==> src/core/ccs_pkg.sv <==
// package of constants and types for the cpu register and context stack
package ccs_pkg;
	// data and program widths
	localparam int CCS_DW = 8;
	localparam int CCS_PC_W = 12;
	localparam int CCS_OFF_W = 8;
	// return stack levels
	localparam int CCS_STACK_LEVELS = 6;
	localparam int CCS_DEPTH_W = 3;
	// data-space locations of the mirrored registers
	localparam logic [7:0] CCS_ADDR_PTR1 = 8'h80;
	localparam logic [7:0] CCS_ADDR_PTR2 = 8'h81;
	localparam logic [7:0] CCS_ADDR_SD1 = 8'h82;
	localparam logic [7:0] CCS_ADDR_SD2 = 8'h83;
	localparam logic [7:0] CCS_ADDR_ACC = 8'hFF;
	// reset values
	localparam logic [7:0] CCS_REG_RST = 8'h00;
	localparam logic [11:0] CCS_PC_RESET_VEC = 12'h000;
	localparam logic [7:0] CCS_RDATA_IDLE = 8'h00;
	localparam logic CCS_FLAG_RST = 1'b0;
	// program counter update requests from the sequencer
	typedef enum logic [3:0] {
		CCS_PC_HOLD,
		CCS_PC_INC,
		CCS_PC_REL,
		CCS_PC_JUMP,
		CCS_PC_CALL,
		CCS_PC_INT,
		CCS_PC_NMI,
		CCS_PC_RET,
		CCS_PC_INTERRUPT_EXIT,
		CCS_PC_RESET
	} ccs_pc_op_t;
	// execution contexts, each owning one carry/zero pair
	typedef enum logic [1:0] {
		CCS_CTX_NORMAL,
		CCS_CTX_INT,
		CCS_CTX_NMI
	} ccs_ctx_t;
endpackage

==> src/core/ccs_return_stack.sv <==
// six-level shifting return address stack with saturating depth
`timescale 1ns/1ns
`default_nettype none
module ccs_return_stack #(
	parameter int LEVELS = ccs_pkg::CCS_STACK_LEVELS,
	parameter int W = ccs_pkg::CCS_PC_W,
	parameter int DW = ccs_pkg::CCS_DEPTH_W
) (
	input wire logic i_core_clk,
	input wire logic i_rst_b,
	input wire logic i_push,
	input wire logic i_pop,
	input wire logic [W-1:0] i_push_data,
	output logic [W-1:0] o_top,
	output logic o_empty,
	output logic [DW-1:0] o_depth
);
	import ccs_pkg::*;

	typedef struct packed {
		logic [LEVELS-1:0][W-1:0] level;
		logic [DW-1:0] depth;
	} ccs_stack_state_t;

	ccs_stack_state_t q;
	ccs_stack_state_t next_q;

	localparam logic [DW-1:0] FULL = DW'(LEVELS);

	// push shifts every level deeper, pop shifts every level up
	always_comb begin
		next_q = q;
		if (i_push) begin
			next_q.level[0] = i_push_data; // RL14
			for (int i = 1; i < LEVELS; i++) begin
				next_q.level[i] = q.level[i-1]; // RL14
			end
			if (q.depth != FULL) begin
				next_q.depth = q.depth + 1'b1; // RL16
			end
		end else if (i_pop && q.depth != '0) begin
			for (int i = 0; i < LEVELS - 1; i++) begin
				next_q.level[i] = q.level[i+1]; // RL15
			end
			next_q.depth = q.depth - 1'b1; // RL16
		end
	end

	// state register
	always_ff @(posedge i_core_clk or negedge i_rst_b) begin
		if (!i_rst_b) begin
			q <= '0;
		end else begin
			q <= next_q;
		end
	end

	assign o_top = q.level[0];
	assign o_empty = (q.depth == '0);
	assign o_depth = q.depth;
endmodule
`default_nettype wire

==> src/core/ccs_core_regs.sv <==
// programmer-visible registers, program counter, flag contexts and stack of the core
`timescale 1ns/1ns
`default_nettype none
// Behaviour
// [RL1] working register is 8 bits, also data-space location FFh
// [RL2] two pointer registers at data-space 80h and 81h, read and write
// [RL3] two short direct registers at data-space 82h and 83h
// [RL4] program counter is 12 bits, reaching 4096 bytes
// [RL5] ordinary instruction advances program counter by one
// [RL6] relative branch adds signed offset to program counter
// [RL7] jump, call, vector and popped return address load program counter
// [RL8] three carry/zero pairs: normal, interrupt, non-maskable
// [RL9] entry switches to that context's pair; interrupt exit restores previous pair; code switches to the interrupt pair from the normal context only
// [RL10] pairs keep values across switches; only active pair is written
// [RL11] active carry takes arithmetic carry or tested bit; feeds rotate left
// [RL12] active zero set when latest result is zero
// [RL13] after reset the non-maskable context and pair are active
// [RL14] call or interrupt pushes program counter; sixth level lost
// [RL15] return pops level one into program counter, deeper levels move up
// [RL16] stack saturates when full; return on empty stack just continues
// [RL17] software saves working and data-space registers itself
// [RL18] context record remembers prior context for nested exits
module ccs_core_regs #(
	parameter logic [11:0] RESET_VEC = ccs_pkg::CCS_PC_RESET_VEC
) (
	input wire logic i_core_clk,
	input wire logic i_rst_b,
	input wire ccs_pkg::ccs_pc_op_t i_pc_op,
	input wire logic [ccs_pkg::CCS_PC_W-1:0] i_target,
	input wire logic [ccs_pkg::CCS_OFF_W-1:0] i_rel_offset,
	input wire logic i_acc_we,
	input wire logic [ccs_pkg::CCS_DW-1:0] i_acc_wdata,
	input wire logic i_c_we,
	input wire logic i_c_val,
	input wire logic i_z_we,
	input wire logic [ccs_pkg::CCS_DW-1:0] i_result,
	input wire logic i_ds_rd,
	input wire logic i_ds_wr,
	input wire logic [7:0] i_ds_addr,
	input wire logic [ccs_pkg::CCS_DW-1:0] i_ds_wdata,
	output logic [ccs_pkg::CCS_DW-1:0] o_ds_rdata,
	output logic o_ds_hit,
	output logic [ccs_pkg::CCS_DW-1:0] o_acc,
	output logic [ccs_pkg::CCS_DW-1:0] o_ptr1,
	output logic [ccs_pkg::CCS_DW-1:0] o_ptr2,
	output logic [ccs_pkg::CCS_DW-1:0] o_sd1,
	output logic [ccs_pkg::CCS_DW-1:0] o_sd2,
	output logic [ccs_pkg::CCS_PC_W-1:0] o_pc,
	output logic o_carry,
	output logic o_zero,
	output ccs_pkg::ccs_ctx_t o_ctx,
	output logic [ccs_pkg::CCS_DEPTH_W-1:0] o_stack_depth
);
	import ccs_pkg::*;

	typedef struct packed {
		logic [CCS_DW-1:0] acc;
		logic [CCS_DW-1:0] ptr1;
		logic [CCS_DW-1:0] ptr2;
		logic [CCS_DW-1:0] sd1;
		logic [CCS_DW-1:0] sd2;
		logic [CCS_PC_W-1:0] pc;
		logic [2:0] carry;
		logic [2:0] zero;
		ccs_ctx_t ctx;
		ccs_ctx_t prev;
		logic act_c;
		logic act_z;
		logic [CCS_DW-1:0] rdata;
		logic hit;
	} ccs_core_state_t;

	ccs_core_state_t q;
	ccs_core_state_t next_q;

	// stack handshake
	logic push;
	logic pop;
	logic [CCS_PC_W-1:0] stk_top;
	logic stk_empty;
	logic [CCS_PC_W-1:0] rel_ext;
	logic is_exit;
	logic is_entry;

	// requests that move the return stack
	assign is_entry = (i_pc_op == CCS_PC_CALL) || (i_pc_op == CCS_PC_INT)
		|| (i_pc_op == CCS_PC_NMI);
	assign is_exit = (i_pc_op == CCS_PC_RET) || (i_pc_op == CCS_PC_INTERRUPT_EXIT);
	assign push = is_entry; // RL14
	assign pop = is_exit; // RL15

	// sign-extend the branch offset to program counter width
	assign rel_ext = {{(CCS_PC_W - CCS_OFF_W){i_rel_offset[CCS_OFF_W-1]}}, i_rel_offset};

	// return address stack
	ccs_return_stack #(
		.LEVELS(CCS_STACK_LEVELS),
		.W(CCS_PC_W),
		.DW(CCS_DEPTH_W)
	) u_stack (
		.i_core_clk(i_core_clk),
		.i_rst_b(i_rst_b),
		.i_push(push),
		.i_pop(pop),
		.i_push_data(q.pc),
		.o_top(stk_top),
		.o_empty(stk_empty),
		.o_depth(o_stack_depth)
	);

	// next state of every register of the core
	always_comb begin
		next_q = q;

		// data-space writes to the mirrored registers
		if (i_ds_wr) begin
			if (i_ds_addr == CCS_ADDR_PTR1) begin
				next_q.ptr1 = i_ds_wdata; // RL2
			end else if (i_ds_addr == CCS_ADDR_PTR2) begin
				next_q.ptr2 = i_ds_wdata; // RL2
			end else if (i_ds_addr == CCS_ADDR_SD1) begin
				next_q.sd1 = i_ds_wdata; // RL3
			end else if (i_ds_addr == CCS_ADDR_SD2) begin
				next_q.sd2 = i_ds_wdata; // RL3
			end else if (i_ds_addr == CCS_ADDR_ACC) begin
				next_q.acc = i_ds_wdata; // RL1
			end
		end

		// alu result into the working register wins over a bus write
		if (i_acc_we) begin
			next_q.acc = i_acc_wdata; // RL1
		end

		// data-space reads answer one cycle later
		next_q.hit = 1'b0;
		next_q.rdata = CCS_RDATA_IDLE;
		if (i_ds_rd) begin
			if (i_ds_addr == CCS_ADDR_PTR1) begin
				next_q.hit = 1'b1;
				next_q.rdata = q.ptr1; // RL2
			end else if (i_ds_addr == CCS_ADDR_PTR2) begin
				next_q.hit = 1'b1;
				next_q.rdata = q.ptr2; // RL2
			end else if (i_ds_addr == CCS_ADDR_SD1) begin
				next_q.hit = 1'b1;
				next_q.rdata = q.sd1; // RL3
			end else if (i_ds_addr == CCS_ADDR_SD2) begin
				next_q.hit = 1'b1;
				next_q.rdata = q.sd2; // RL3
			end else if (i_ds_addr == CCS_ADDR_ACC) begin
				next_q.hit = 1'b1;
				next_q.rdata = q.acc; // RL1
			end
		end

		// flag writes land only in the pair of the running context
		if (i_c_we) begin
			next_q.carry[q.ctx] = i_c_val; // RL10 RL11
		end
		if (i_z_we) begin
			next_q.zero[q.ctx] = (i_result == '0); // RL10 RL12
		end

		// program counter update
		case (i_pc_op)
			CCS_PC_INC: begin
				next_q.pc = q.pc + 1'b1; // RL5
			end
			CCS_PC_REL: begin
				next_q.pc = q.pc + rel_ext; // RL6
			end
			CCS_PC_JUMP: begin
				next_q.pc = i_target; // RL7
			end
			CCS_PC_CALL: begin
				next_q.pc = i_target; // RL7
			end
			CCS_PC_INT: begin
				next_q.pc = i_target; // RL7
				// the switch to the interrupt pair happens from the main routine only
				if (q.ctx == CCS_CTX_NORMAL) begin
					next_q.prev = q.ctx; // RL18
					next_q.ctx = CCS_CTX_INT; // RL9
				end
			end
			CCS_PC_NMI: begin
				next_q.pc = i_target; // RL7
				if (q.ctx != CCS_CTX_NMI) begin
					next_q.prev = q.ctx; // RL18
					next_q.ctx = CCS_CTX_NMI; // RL9
				end
			end
			CCS_PC_RET: begin
				// an empty stack leaves pc unchanged
				if (!stk_empty) begin
					next_q.pc = stk_top; // RL15 RL7
				end
			end
			CCS_PC_INTERRUPT_EXIT: begin
				if (!stk_empty) begin
					next_q.pc = stk_top; // RL15 RL7
				end
				// restore the pair that was in use before entry
				if (q.ctx == CCS_CTX_NMI) begin
					next_q.ctx = q.prev; // RL9 RL18
					next_q.prev = CCS_CTX_NORMAL;
				end else begin
					next_q.ctx = CCS_CTX_NORMAL; // RL9
					next_q.prev = CCS_CTX_NORMAL;
				end
			end
			CCS_PC_RESET: begin
				next_q.pc = RESET_VEC; // RL7
				next_q.ctx = CCS_CTX_NMI; // RL13
				next_q.prev = CCS_CTX_NORMAL;
			end
			default: begin
				next_q.pc = q.pc;
			end
		endcase

		// active pair follows the context after any switch
		next_q.act_c = next_q.carry[next_q.ctx]; // RL8 RL9
		next_q.act_z = next_q.zero[next_q.ctx]; // RL8 RL9
	end

	// state register; reset enters the non-maskable context
	always_ff @(posedge i_core_clk or negedge i_rst_b) begin
		if (!i_rst_b) begin
			q.acc <= CCS_REG_RST;
			q.ptr1 <= CCS_REG_RST;
			q.ptr2 <= CCS_REG_RST;
			q.sd1 <= CCS_REG_RST;
			q.sd2 <= CCS_REG_RST;
			q.pc <= RESET_VEC; // RL7
			q.carry <= {3{CCS_FLAG_RST}};
			q.zero <= {3{CCS_FLAG_RST}};
			q.ctx <= CCS_CTX_NMI; // RL13
			q.prev <= CCS_CTX_NORMAL;
			q.act_c <= CCS_FLAG_RST;
			q.act_z <= CCS_FLAG_RST;
			q.rdata <= CCS_RDATA_IDLE;
			q.hit <= 1'b0;
		end else begin
			q <= next_q;
		end
	end

	// outputs straight from the state flops
	assign o_acc = q.acc;
	assign o_ptr1 = q.ptr1;
	assign o_ptr2 = q.ptr2;
	assign o_sd1 = q.sd1;
	assign o_sd2 = q.sd2;
	assign o_pc = q.pc; // RL4
	assign o_carry = q.act_c; // RL11
	assign o_zero = q.act_z; // RL12
	assign o_ctx = q.ctx;
	assign o_ds_rdata = q.rdata;
	assign o_ds_hit = q.hit;
endmodule
`default_nettype wire

==> config.mk <==
export PLATFORM = sky130hd
export DESIGN_NAME = ccs_core_regs
export DESIGN_NICKNAME = d
export VERILOG_FILES = /design/src/core/ccs_pkg.sv /design/src/core/ccs_return_stack.sv /design/src/core/ccs_core_regs.sv
export SDC_FILE = /design/constraint.sdc
export NUM_CORES = 1
export LEC_CHECK = 0
export ABC_AREA = 1
export BUFFER_PORTS_ARGS = -buffer_cell sky130_fd_sc_hd__buf_2
export CAP_MARGIN = 10
export CORE_MARGIN = 2
export CORE_UTILIZATION = 30
export DETAILED_ROUTE_END_ITERATION = 8
export PLACE_DENSITY_LB_ADDON = 0.05
export SYNTH_ARGS = -nofsm -noshare
export SYNTH_HDL_FRONTEND = slang
export SYNTH_HIERARCHICAL = 1
export SYNTH_SLANG_ARGS = --single-unit
==> constraint.sdc <==
create_clock -name i_core_clk -period 3.5 [get_ports i_core_clk]
set_input_delay 0.7 -clock i_core_clk [delete_from_list [all_inputs] [get_ports i_core_clk]]
set_output_delay 0.7 -clock i_core_clk [all_outputs]
set_load 0.05 [all_outputs]
[After elaboration in Yosys (flattened, before gate mapping)]
Index checks and enable logic that the tools add are counted.
Word-level totals
  ROM bits: 0
  output and inout bits: 68
  logic and storage cells: 119
  memory bits (writable): 0
  register bits: 148
  bits in latches: 0
  memories kept: 0
Cells by class
  multiply operators: 0
  bitwise gates (word level): 3
  $lt $le $gt $ge: 3
  div/mod/pow operators: 0
  mux-type cells: 39
  shift operators: 0
  eq/ne operators: 25
  add/subtract/negate cells: 4
  reductions and logical operators: 24
Operators with widths (count)
  two-way mux 63 bit: 2
  two-way mux 8 bit: 11
  one-hot mux 12 bit (5 select lines): 1
  two-way mux 9 bit: 6
  == test 8 bit, second input constant: 5
  two-way mux 40 bit: 1
  two-way mux 24 bit: 1
  == test 4 x 3 -> 1 bit, second input constant: 4
  two-way mux 16 bit: 1
  one-hot mux 4 bit (4 select lines): 1
  adder 12 x 1 -> 12 bit, second input constant: 1
  adder 12 bit: 1
  two-way mux 12 bit: 1
  two-way mux 4 bit: 3
  inequality test 2 bit, second input constant: 6
  two-way mux 3 bit: 3
  == test 4 x 2 -> 1 bit, second input constant: 2
  == test 4 bit, second input constant: 2
  logical NOT 8 bit: 1
  bitwise mux 3 bit: 2
  < comparator 2 x 3 -> 1 bit, second input constant: 2
  inequality test 2 x 1 -> 1 bit, second input constant: 3
  AND reduction 2 bit: 3
  AND reduction 3 bit: 2
  other kinds (23): 33

[Depth between registers and ports, before layout]
Gate-level depths: netlist (run 1).
  word-level depth: 8
  depth in mapped cells: 16
  depth with buffers taken out: 16

[Hierarchy]
The synthesis (run 1) kept the hierarchy.
Modules (own cells, without submodules)
  ccs_core_regs: sequential area each 1828.0 um^2, cells an instance 596, area an instance 4589.4 um^2, times used 1
  ccs_return_stack: sequential area each 1876.8 um^2, cells an instance 442, area an instance 3878.7 um^2, times used 1

[Worst setup path before layout (run 1)]
Ideal clock, no wire load.
  kind: in2reg
  start: input i_pc_op[2]
  end: register q (netlist bit o_pc[8])
  buffers on the path: 0
  slack: 0.946 ns
  required time: 3.413 ns
  arrival: 2.467 ns
  cell stages on the path: 14
  cells stage by stage: nor2_2 -> nand2_1 -> or2_2 -> ha_1 -> inv_1 -> fa_1 -> inv_1 -> nand4_1 -> o211ai_1 -> nand2_1 -> nand3_1 -> nand2_1 -> nand3_1 -> a22oi_1
Between the ends
  longest elaborated chain between the ends: 4
  elaborated cells on any way between the ends: 15
  classes of those cells: eq/ne (10); mux (1); reduce/logical (4)
RTL lines
  start, declared: RTL line ccs_core_regs.sv:28  | input wire ccs_pkg::ccs_pc_op_t i_pc_op,
  == test 4 x 3 -> 1 bit, or another cell as far along: RTL line ccs_core_regs.sv:166  | case (i_pc_op)
  OR reduction 4 bit (no line) or OR reduction 2 bit (tied branches)
  nonzero test 5 bit (no line) or inequality test 2 bit (tied branches)
  AND reduction 2 bit (no line)
  end signal, assigned: RTL line ccs_core_regs.sv:246  | q <= next_q;
  end, declared: RTL line ccs_core_regs.sv:73  | ccs_core_state_t q;
Parallel ways exist; a longest one is shown, timed or not.
A chain may end at the register's enable or synchronous reset.

[Worst setup path after layout (run 1)]
Same ends and word-level chain as after synthesis.

==> key figures, run 1 <==
Setup path
  • CP max stage cell: or2_2
  • Worst reg2reg path depth: 6
  • R2r endpoint: u_stack/q[55]
  • CP arrival: 2.94 ns
  • Cell mode on critical path: nand2_1
  • Crit path launch: i_pc_op[2]
  • Crit. End Element: register
  • Largest stage delay, worst path: 0.33 ns
  • Flop2flop setup slack: 1.46 ns
  • Crit path cell chain: buf_2 -> nor2_2 -> nand2_1 -> or2_2 -> ha_1 -> inv_1 -> fa_1 -> inv_1 -> nand4_1 -> o211ai_1 -> nand2_1 -> nand3_1 -> nand2_1 -> nand3_1 -> a22oi_1
  • Setup Crit Path Kind: in -> reg
  • Worst path required time: 3.84 ns
  • Critical R2R Launch: u_stack/o_depth[0]
  • Worst setup SP type: input pin
  • Critical Path End: o_pc[8]
  • CP Max Fanout: 8

GRT
  • GR Overflow Total: 0
  • Vias in the first global route: 6926
  • Total track usage: 0.158
  • Pin count of the biggest net entering global routing: roughly 70
  • Antenna violations before repair: 0
  • First-pass GRT wire length: approximately 37000 um

Cells and area
  • Final-layout fill cell count: 3026
  • # diodes: 0
  • Fin cells: 1468
  • Most frequent cells in the layout: nand2_1 (252), dfrtp_1 (147), buf_2 (130)
  • Share of layout cells above drive strength 1: 0.220
  • P&R area growth vs syn: 11.3%
  • Commonest non-fill, non-tap cell in the layout: nand2_1
  • Post-route design area: 9430 sq um
  • NumNets Final: 1150

Yosys
  • Synth Cell Area: 8470 sq um
  • FFs w/ async S/R, synth: 1.00
  • Area share of the largest cell type after synthesis: 0.434
  • EDFF count, synth: 0
  • Syn Nets: about 1100
  • Synth area leaders: dfrtp_1 (43%), nand2_1 (11%), buf_4 (7.1%)
  • Number of synthesis warnings: 6
  • Synth Flop Type: dfrtp_1
  • Avg Cell Area, Syn: 8.16 sq um
  • Seq cells post-synth: 148
  • Largest area contributor in the netlist: dfrtp_1
  • Unique masters post-synth: 49
  • Mapped Cells: 1038
  • Post-synthesis sequential area ratio: 0.437

Job
  • Max-cap viol count: 0

Route
  • Vias per cell: ~4.6
  • Final antenna-violating net count: 0
  • 1st-pass router iterations: 4
  • Post-route DRC: 0
  • Routed length per instance: 15.2 um
  • Initial DRC Count: around 320
  • DRT Wirelength: about 22000 um
  • Vias: 6801

Floorplanning
  • # IOs: roughly 130
  • Die height: 172 um
  • # rows: 61
  • Die W: 172 um
  • Die footprint: 29600 sq um
  • Core area: 27800 sq um
  • Initial Util: 0.305

CTS
  • Clk slew on worst S/H paths: 0.07 ns
  • Post-CTS setup buffers: 0
  • Clk_lat worst skew: 0.43 ns
  • TritonCTS clock tree: yes
  • CTS sink cnt: 148
  • Root Buffer: clkbuf_16
  • Clock Path Buffers: 2
  • Htree depth: 4
  • Total CTS buffers: 17
  • Hold_buf cts: 0
  • CTS resizes: 0

STA
  • Fin. max-slew vios: 0
  • Fmax: 385 MHz
  • RSZ-0062 raised after global routing: no
  • Post-layout min period: 2.60 ns
  • Worst Max-Slew Pin Slew: 0.694 ns
  • Worst setup margin: 0.900 ns
  • Layout Skew: between 0.01 and 0.015 ns
  • Setup violators final: 0
  • Crit share post-route: 0.743
  • Rel. slew slack: 0.535
  • Setup TNS Final: 0 ns
  • Final Hold Vio Count: 0

Pwr
  • Clock share of power: 0.285
  • Switching pwr: 2670 uW
  • Part of the power in combinational logic: 0.314
  • PD cells: 696 nW/um^2
  • Design internal power: 3890 uW
  • Power, Total: 6560 uW
  • Leakage: 0.00472 uW
  • Register share of total power: 0.400
  • Sw Ratio: 0.407
  • Max IR drop VDD: 0.374 mV

Place
  • PortBufs: 131
  • Dpl hpwl: 15600 um
  • Dpl cells: 1436
  • Placer congestion estimate: between 0.8 and 0.9
  • Pre-CTS WS: 0.458 ns
  • Placed cell area: 8840 sq um

Outcome
  • Status: finished, final reports clean

Worst hold path
  • Hold Crit Class: in -> async
-- worst max-delay path, delay by kind of cell --
| family | cells | cell delay [ns] |
|---|---|---|
| buffers and inverters | 3 | 0.26 |
| adder cells (fa/ha/maj) | 2 | 0.39 |
| AND/OR/NAND/NOR | 8 | 1.29 |
| AO/OA/AOI/OAI | 2 | 0.33 |
-- per-stage QoR --
stage,hold slack [ns],util
floorplan,0.404,-
global placement,0.464,0.318
detailed placement,0.464,0.318
CTS,0.308,0.339
global route,0.319,0.339
finish,0.265,0.339
-- synth_stat cells (2+ instances only) --
| master | number |
|---|---|
| nand2_1 | 252 |
| dfrtp_1 | 147 |
| inv_1 | 97 |
| nand3_1 | 87 |
| buf_4 | 80 |
| o21ai_0 | 80 |
| nor2_1 | 47 |
| nand4_1 | 44 |
| o21ai_2 | 32 |
| a21oi_1 | 30 |
| clkbuf_1 | 15 |
| buf_2 | 13 |
| buf_6 | 11 |
| o22ai_1 | 9 |
| inv_2 | 8 |
| o221ai_1 | 8 |
| ha_1 | 7 |
| a31oi_1 | 6 |
| nand3_2 | 6 |
| nand2_4 | 5 |
| o211ai_1 | 5 |
| xor2_1 | 5 |
| a22o_1 | 4 |
| nor3_1 | 4 |
| nand3b_1 | 3 |
| a21o_1 | 2 |
| a41oi_2 | 2 |
| buf_8 | 2 |
| fa_1 | 2 |
| mux2i_1 | 2 |
| nand2_8 | 2 |
| nor2_2 | 2 |
| o21ai_1 | 2 |
| o21bai_1 | 2 |
-- routing by layer --
layer  vias up  GRT usage  wire [um]
met5         -          0          0
met4         0     0.0395        228
met3        17     0.0346        887
met2       108      0.263      10600
met1      3218      0.210      10600
li1       3458          -          -
-- worst min path at each step --
stage | end | cells after the start | slack, ns | start
6_report | u_stack/o_depth[2] | 1 | 0.27 | i_rst_b
4_1_cts | u_stack/o_depth[0] | 1 | 0.31 | i_rst_b
3_3_place_gp | u_stack/q[71] | 2 | 0.46 | u_stack/q[71]
3_5_place_dp | u_stack/q[71] | 2 | 0.46 | u_stack/q[71]
5_1_grt | u_stack/o_depth[2] | 1 | 0.32 | i_rst_b
2_1_floorplan | o_acc[0] | 0 | 0.40 | i_rst_b
-- power groups by stage --
stage	sequential (uW)	clock (uW)	combinational, uW
after CTS	2640	1950	2100
after global placement	2680	0	2090
after detailed placement	2670	0	2090
final	2630	1870	2060
after global routing	2700	2030	2340
after floorplan	2550	0	1880
-- logic make-up (layout without fill, tap and decap cells) --
logic type               Yosys count  in the layout  share of synthesized area
AND/OR/NAND/NOR                  456            456                      0.246
buffers and inverters            229            281                      0.152
AO/OA/AOI/OAI                    187            187                      0.140
adder cells (fa/ha/maj)            9              9                     0.0151
flip-flops                       148            148                      0.438
XOR/XNOR                           6              6                    0.00621
multiplexers                       3              3                    0.00369
-- state kept, by name (all words and copies together), names as in the netlist --
register         count
o_sd1                8
o_sd2                8
o_zero               1
o_pc                12
o_acc                8
o_ctx                2
u_stack/q           60
o_ds_hit             1
o_ptr2               8
q                    8
u_stack/o_top       12
o_carry              1
o_ds_rdata           8
o_ptr1               8
u_stack/o_depth      3
-- final cells by class --
class	count	area, sq um	area share
clock buffers	17	425	0.0451
multi-input cells	661	3490	0.370
repair buffers	142	769	0.0816
clock inverters	15	163	0.0173
inverters	107	405	0.0430
flip-flops and latches	148	3700	0.393
well taps	378	473	0.0502
(Power assumes the default switching activity.)
==> inputs of run 2 (changes only) <==
==> constraint.sdc (replaced) <==
create_clock -name i_core_clk -period 2.63 [get_ports i_core_clk]
set_input_delay 0.526 -clock i_core_clk [delete_from_list [all_inputs] [get_ports i_core_clk]]
set_output_delay 0.526 -clock i_core_clk [all_outputs]
set_load 0.05 [all_outputs]
==> run 2 against run 1 <==
Design area up 1.1%. Register-to-register slack worse by 0.80 ns. Via count up 1.4%. Critical path depth unchanged. Global-route usage about the same. Combinational power up 35%. Critical endpoint is now o_pc[10].
==> key figures, run 2 (synthesis results as in run 1) <==
Outcome
  • Status: finished, final reports clean

Floorplanning
  • Die footprint: just under 30000 sq um
  • Die W: 172 um
  • # rows: between 60 and 70
  • Die height: approximately 170 um
  • # IOs: 132
  • Initial Util: 0.305
  • Core area: 27800 sq um

STA
  • Fin. max-slew vios: 0
  • Rel. slew slack: 0.525
  • RSZ-0062 raised after global routing: no
  • Post-layout min period: 2.12 ns
  • Final Hold Vio Count: 0
  • Crit share post-route: 0.807
  • Setup TNS Final: 0 ns
  • Setup violators final: 0
  • Layout Skew: between 0.01 and 0.015 ns
  • Worst setup margin: 0.507 ns
  • Fmax: 471 MHz
  • Worst Max-Slew Pin Slew: 0.707 ns

Route
  • Metal2 WL: 11000 um
  • Vias per cell: ~4.7
  • Routed length per instance: 15.4 um
  • Post-route DRC: 0
  • Vias: 6893
  • Final antenna-violating net count: 0
  • Highest metal used: met4
  • Met3 routed WL: 897 um
  • DRT Wirelength: approximately 23000 um
  • 1st-pass router iterations: 5
  • Routed length on met1: 10600 um
  • Initial DRC Count: 331

GRT
  • Antenna violations before repair: 0
  • Pin count of the biggest net entering global routing: 77
  • Vias in the first global route: a little under 7000
  • GR Overflow Total: 0
  • First-pass GRT wire length: 36900 um
  • Total track usage: 0.158

CTS
  • CTS sink cnt: around 150
  • Post-CTS setup buffers: 0
  • TritonCTS clock tree: yes
  • Total CTS buffers: 17
  • Clk_lat worst skew: 0.43 ns
  • Clock Path Buffers: 2
  • Clk slew on worst S/H paths: ~0.07 ns
  • Hold_buf cts: 0
  • Root Buffer: clkbuf_16
  • CTS resizes: 0
  • Htree depth: 4

Cells and area
  • Share of layout cells above drive strength 1: 0.228
  • Final-layout fill cell count: 3021
  • Post-layout util: 0.343
  • Largest reg by FF count: u_stack/q
  • Post-route design area: 9540 sq um
  • Most frequent cells in the layout: nand2_1 (252), dfrtp_1 (147), buf_2 (130)
  • P&R area growth vs syn: 12.6%
  • # diodes: 0
  • Commonest non-fill, non-tap cell in the layout: nand2_1
  • Max reg flops: 60
  • NumNets Final: 1161

Job
  • Max-cap viol count: 0

Place
  • Pre-CTS WS: 0.0532 ns
  • Placed cell area: 8960 sq um
  • Dpl hpwl: 15900 um
  • PortBufs: 131
  • Placer congestion estimate: 0.816

Pwr
  • Leakage: 0.00478 uW
  • Sw Ratio: 0.413
  • Max IR drop VDD: 0.463 mV
  • Switching pwr: between 3000 and 4000 uW
  • Register share of total power: 0.400
  • Clock share of power: 0.281
  • Part of the power in combinational logic: 0.319
  • Design internal power: about 5100 uW
  • PD cells: 917 nW/um^2

Setup path
  • Crit path cell chain: buf_2 -> inv_2 -> nor2_4 -> nand2_1 -> or2_2 -> ha_1 -> inv_1 -> fa_1 -> inv_1 -> nand4_1 -> o211ai_1 -> nand3_1 -> nand3_1 -> nand3_1 -> a21oi_1
  • CP delay by family, top: simple AND/OR/NAND/NOR gates
  • CP arrival: approximately 2.5 ns
  • Setup Crit Path Kind: in -> reg
  • Worst reg2reg path depth: 10
  • Flop2flop setup slack: 0.66 ns
  • Critical R2R Launch: o_pc[0]
  • Worst setup SP type: input pin
  • R2r endpoint: o_pc[10]
  • Crit. End Element: register
  • CP max stage cell: fa_1
  • CP Max Fanout: 4
  • Worst path required time: between 2 and 3 ns
  • Largest stage delay, worst path: 0.38 ns
  • Critical Path End: o_pc[10]
  • Crit path launch: i_pc_op[1]
  • Worst path depth: 15
  • WP buf/inv: 4
  • Cell mode on critical path: nand3_1

Worst hold path
  • Hold Crit Class: in -> async
## run 2: area by class of cell
| type | instances | area, sq um | area share |
|---|---|---|---|
| Timing Repair Buffer | 153 | 890 | 0.0933 |
| Tap cell | 378 | 473 | 0.0496 |
| Inverter | 107 | 405 | 0.0425 |
| Sequential cell | 148 | 3700 | 0.389 |
| Multi-Input combinational cell | 661 | 3490 | 0.366 |
| Clock inverter | 15 | 150 | 0.0157 |
| Clock buffer | 17 | 425 | 0.0446 |
## run 2: worst min path at each step
stage / end / from / slack [ns]
global route: u_stack/o_depth[2] / i_rst_b / 0.08
floorplan: o_acc[0] / i_rst_b / 0.23
global placement: u_stack/q[71] / u_stack/q[71] / 0.47
CTS: u_stack/o_depth[2] / i_rst_b / 0.06
detailed placement: u_stack/q[71] / u_stack/q[71] / 0.47
finish: u_stack/o_depth[2] / i_rst_b / 0.06
## run 2: metrics by stage
stage               hold slack [ns]  total power [uW]  instances
global placement              0.469              6380       1447
floorplan                     0.230              5890       1038
CTS                          0.0606              8910       1479
global route                 0.0800              9380       1479
detailed placement            0.466              6390       1447
finish                       0.0577              8740       1479
## run 2: worst register-to-register path: stages, from the launching register on
cell	delay [ns]
dfrtp_1	0.43
ha_1	0.19
inv_1	0.05
fa_1	0.38
inv_1	0.09
nand4_1	0.09
o211ai_1	0.20
nand3_1	0.16
nand3_1	0.11
nand3_1	0.08
a21oi_1	0.12
## run 2: layer usage
metal	up-vias	GRT usage
met2	124	0.264
li1	3477	-
met3	12	0.0346
met4	0	0.0376
met1	3280	0.209
met5	-	0
## run 2: power by group through the flow
stage	Sequential (uW)	Combinational (uW)	Clock (uW)
6_report	3500	2790	2460
3_5_place_dp	3550	2830	0
5_1_grt	3600	3150	2630
2_1_floorplan	3390	2500	0
4_1_cts	3510	2840	2550
3_3_place_gp	3550	2830	0
==> inputs of run 3 (changes only) <==
==> constraint.sdc (replaced) <==
create_clock -name i_core_clk -period 2.1 [get_ports i_core_clk]
set_input_delay 0.42 -clock i_core_clk [delete_from_list [all_inputs] [get_ports i_core_clk]]
set_output_delay 0.42 -clock i_core_clk [all_outputs]
set_load 0.05 [all_outputs]
==> run 3 against run 2 <==
Combinational power grew 32%. Sequential power grew 25%. Die area is the same. Clock-buffer cell count grew 5. Clock skew shrank 0.0041 ns. Sequential share of layout area shrank 1.2 points. Total power grew 28%. Final cell count grew 2.0%. Via count grew 0.99%. First-iteration DRC count grew 11%. Critical endpoint unchanged.
==> key figures, run 3 (synthesis results as in run 1) <==
Outcome
  • Status: finished, final reports clean

Cells and area
  • Final-layout fill cell count: 3027
  • NumNets Final: 1193
  • Max reg flops: 60
  • Most frequent cells in the layout: nand2_1 (251), dfrtp_1 (147), buf_2 (129)
  • Multi-input gate area in the final layout: 3530 sq um
  • # diodes: 0
  • Share of layout cells above drive strength 1: 0.254
  • P&R area growth vs syn: 16.2%
  • Fin cells: 1509
  • Register Area: around 3700 sq um
  • Commonest non-fill, non-tap cell in the layout: nand2_1
  • Largest reg by FF count: u_stack/q
  • Post-layout util: 0.354

Floorplanning
  • # rows: about 60
  • Initial Util: 0.305
  • Die height: 172 um
  • # IOs: 132
  • Die footprint: 29600 sq um
  • Die W: 172 um
  • Core area: 27800 sq um

Pwr
  • Register share of total power: 0.393
  • Design internal power: 6830 uW
  • Max IR drop VDD: 0.602 mV
  • Clock share of power: 0.278
  • Switching pwr: 4320 uW
  • Leakage: 0.00495 uW
  • Sw Ratio: 0.387
  • PD cells: ~1100 nW/um^2
  • Part of the power in combinational logic: 0.329

Place
  • PortBufs: 131
  • Dpl hpwl: 16300 um
  • Dpl cells: 1474
  • Placer congestion estimate: 0.800

GRT
  • Vias in the first global route: 7011
  • First-pass GRT wire length: between 30000 and 40000 um
  • Total track usage: 0.161
  • Antenna violations before repair: 0
  • Pin count of the biggest net entering global routing: a little over 70
  • GR Overflow Total: 0

Setup path
  • CP arrival: between 2 and 2.5 ns
  • Worst setup SP type: input pin
  • Setup Crit Path Kind: in -> reg
  • Crit. End Element: register
  • CP Max Fanout: 4
  • Worst path required time: 2.45 ns

STA
  • Final Hold Vio Count: 0
  • Setup TNS Final: 0 ns
  • Fin. max-slew vios: 0
  • Worst Max-Slew Pin Slew: about 0.76 ns
  • Crit share post-route: 0.921
  • Rel. slew slack: 0.491
  • Fmax: 517 MHz
  • Setup violators final: 0
  • Layout Skew: about 0.0096 ns
  • Post-layout min period: ~1.9 ns

Route
  • Initial DRC Count: approximately 370
  • Vias: 6961
  • Vias per cell: 4.61
  • Final antenna-violating net count: 0
  • 1st-pass router iterations: 4
  • DRT Wirelength: 22800 um
  • Routed length per instance: roughly 15 um
  • Post-route DRC: 0

CTS
  • Root Buffer: clkbuf_16
  • CTS sink cnt: approximately 150
  • Htree depth: 4
  • Clock Path Buffers: 2
  • Clk_lat worst skew: 0.42 ns
  • TritonCTS clock tree: yes
  • Clk slew on worst S/H paths: 0.06 ns
  • Total CTS buffers: 17

Worst hold path
  • Hold Crit Class: in -> reg

Job
  • Max-cap viol count: 0
## run 3: power by group through the flow
stage / registers, uW / clock network [uW] / logic, uW
after global routing: 4500 / 3340 / 4130
after CTS: 4400 / 3210 / 3720
after floorplan: 4250 / 0 / 3150
after detailed placement: 4440 / 0 / 3700
after global placement: 4450 / 0 / 3690
final: 4380 / 3100 / 3670
## run 3: final timing paths
path                                      from            endpoint  slack, ns  cells after the start
worst max-delay path                i_pc_op[1]            o_pc[10]       0.16                     16
worst min-delay path            i_acc_wdata[5]            o_acc[5]       0.21                      3
worst max register to register         o_pc[0]             o_pc[6]       0.20                     10
worst min register to register   u_stack/q[72]       u_stack/q[72]       0.48                      2
max in group asynchronous              i_rst_b       u_stack/q[15]       1.00                      3
min in group asynchronous              i_rst_b  u_stack/o_depth[2]       0.46                      2
## run 3: through the flow
step	instance area [sq um]	power (uW)	worst slack (ns)	hold WS (ns)
final	9840	11200	0.165	0.213
after global placement	9200	8140	-0.318	0.342
after global routing	9840	12000	-0.00424	0.200
after detailed placement	9200	8140	-0.319	0.341
after CTS	9790	11300	0.112	0.195
after floorplan	8510	7400	-0.0371	0.124
## run 3: layout make-up
type	instances	share of cell area
flip-flops and latches	148	0.376
multi-input cells	661	0.358
inverters	107	0.0425
clock buffers	22	0.0492
clock inverters	8	0.0102
well taps	378	0.0481
repair buffers	185	0.115
## run 3: worst max-delay path, stage by stage
cell      delay [ns]
clkbuf_4        0.16
inv_12          0.03
nor2_4          0.13
nand2_4         0.08
or2_4           0.26
ha_4            0.16
inv_2           0.05
fa_2            0.20
inv_2           0.04
nand4_1         0.05
o211ai_1        0.17
nand3_1         0.15
nand3_1         0.08
nand2_1         0.07
nand3_1         0.08
a21oi_2         0.14
## run 3: layer usage
layer | share of wire | global-route usage | up-vias
met3 | 0.041 | 0.0398 | 16
met2 | 0.48 | 0.260 | 110
li1 | - | - | 3535
met1 | 0.47 | 0.217 | 3300
met5 | 0 | 0 | -
met4 | 0.0095 | 0.0384 | 0
## run 3: repair_timing
item	4_1_cts	5_1_grt
setup endpoints to repair	0	4
buffers inserted	0	4
resized for setup	0	5
hold buffers	1	0
endpoints found under the hold margin	28	0
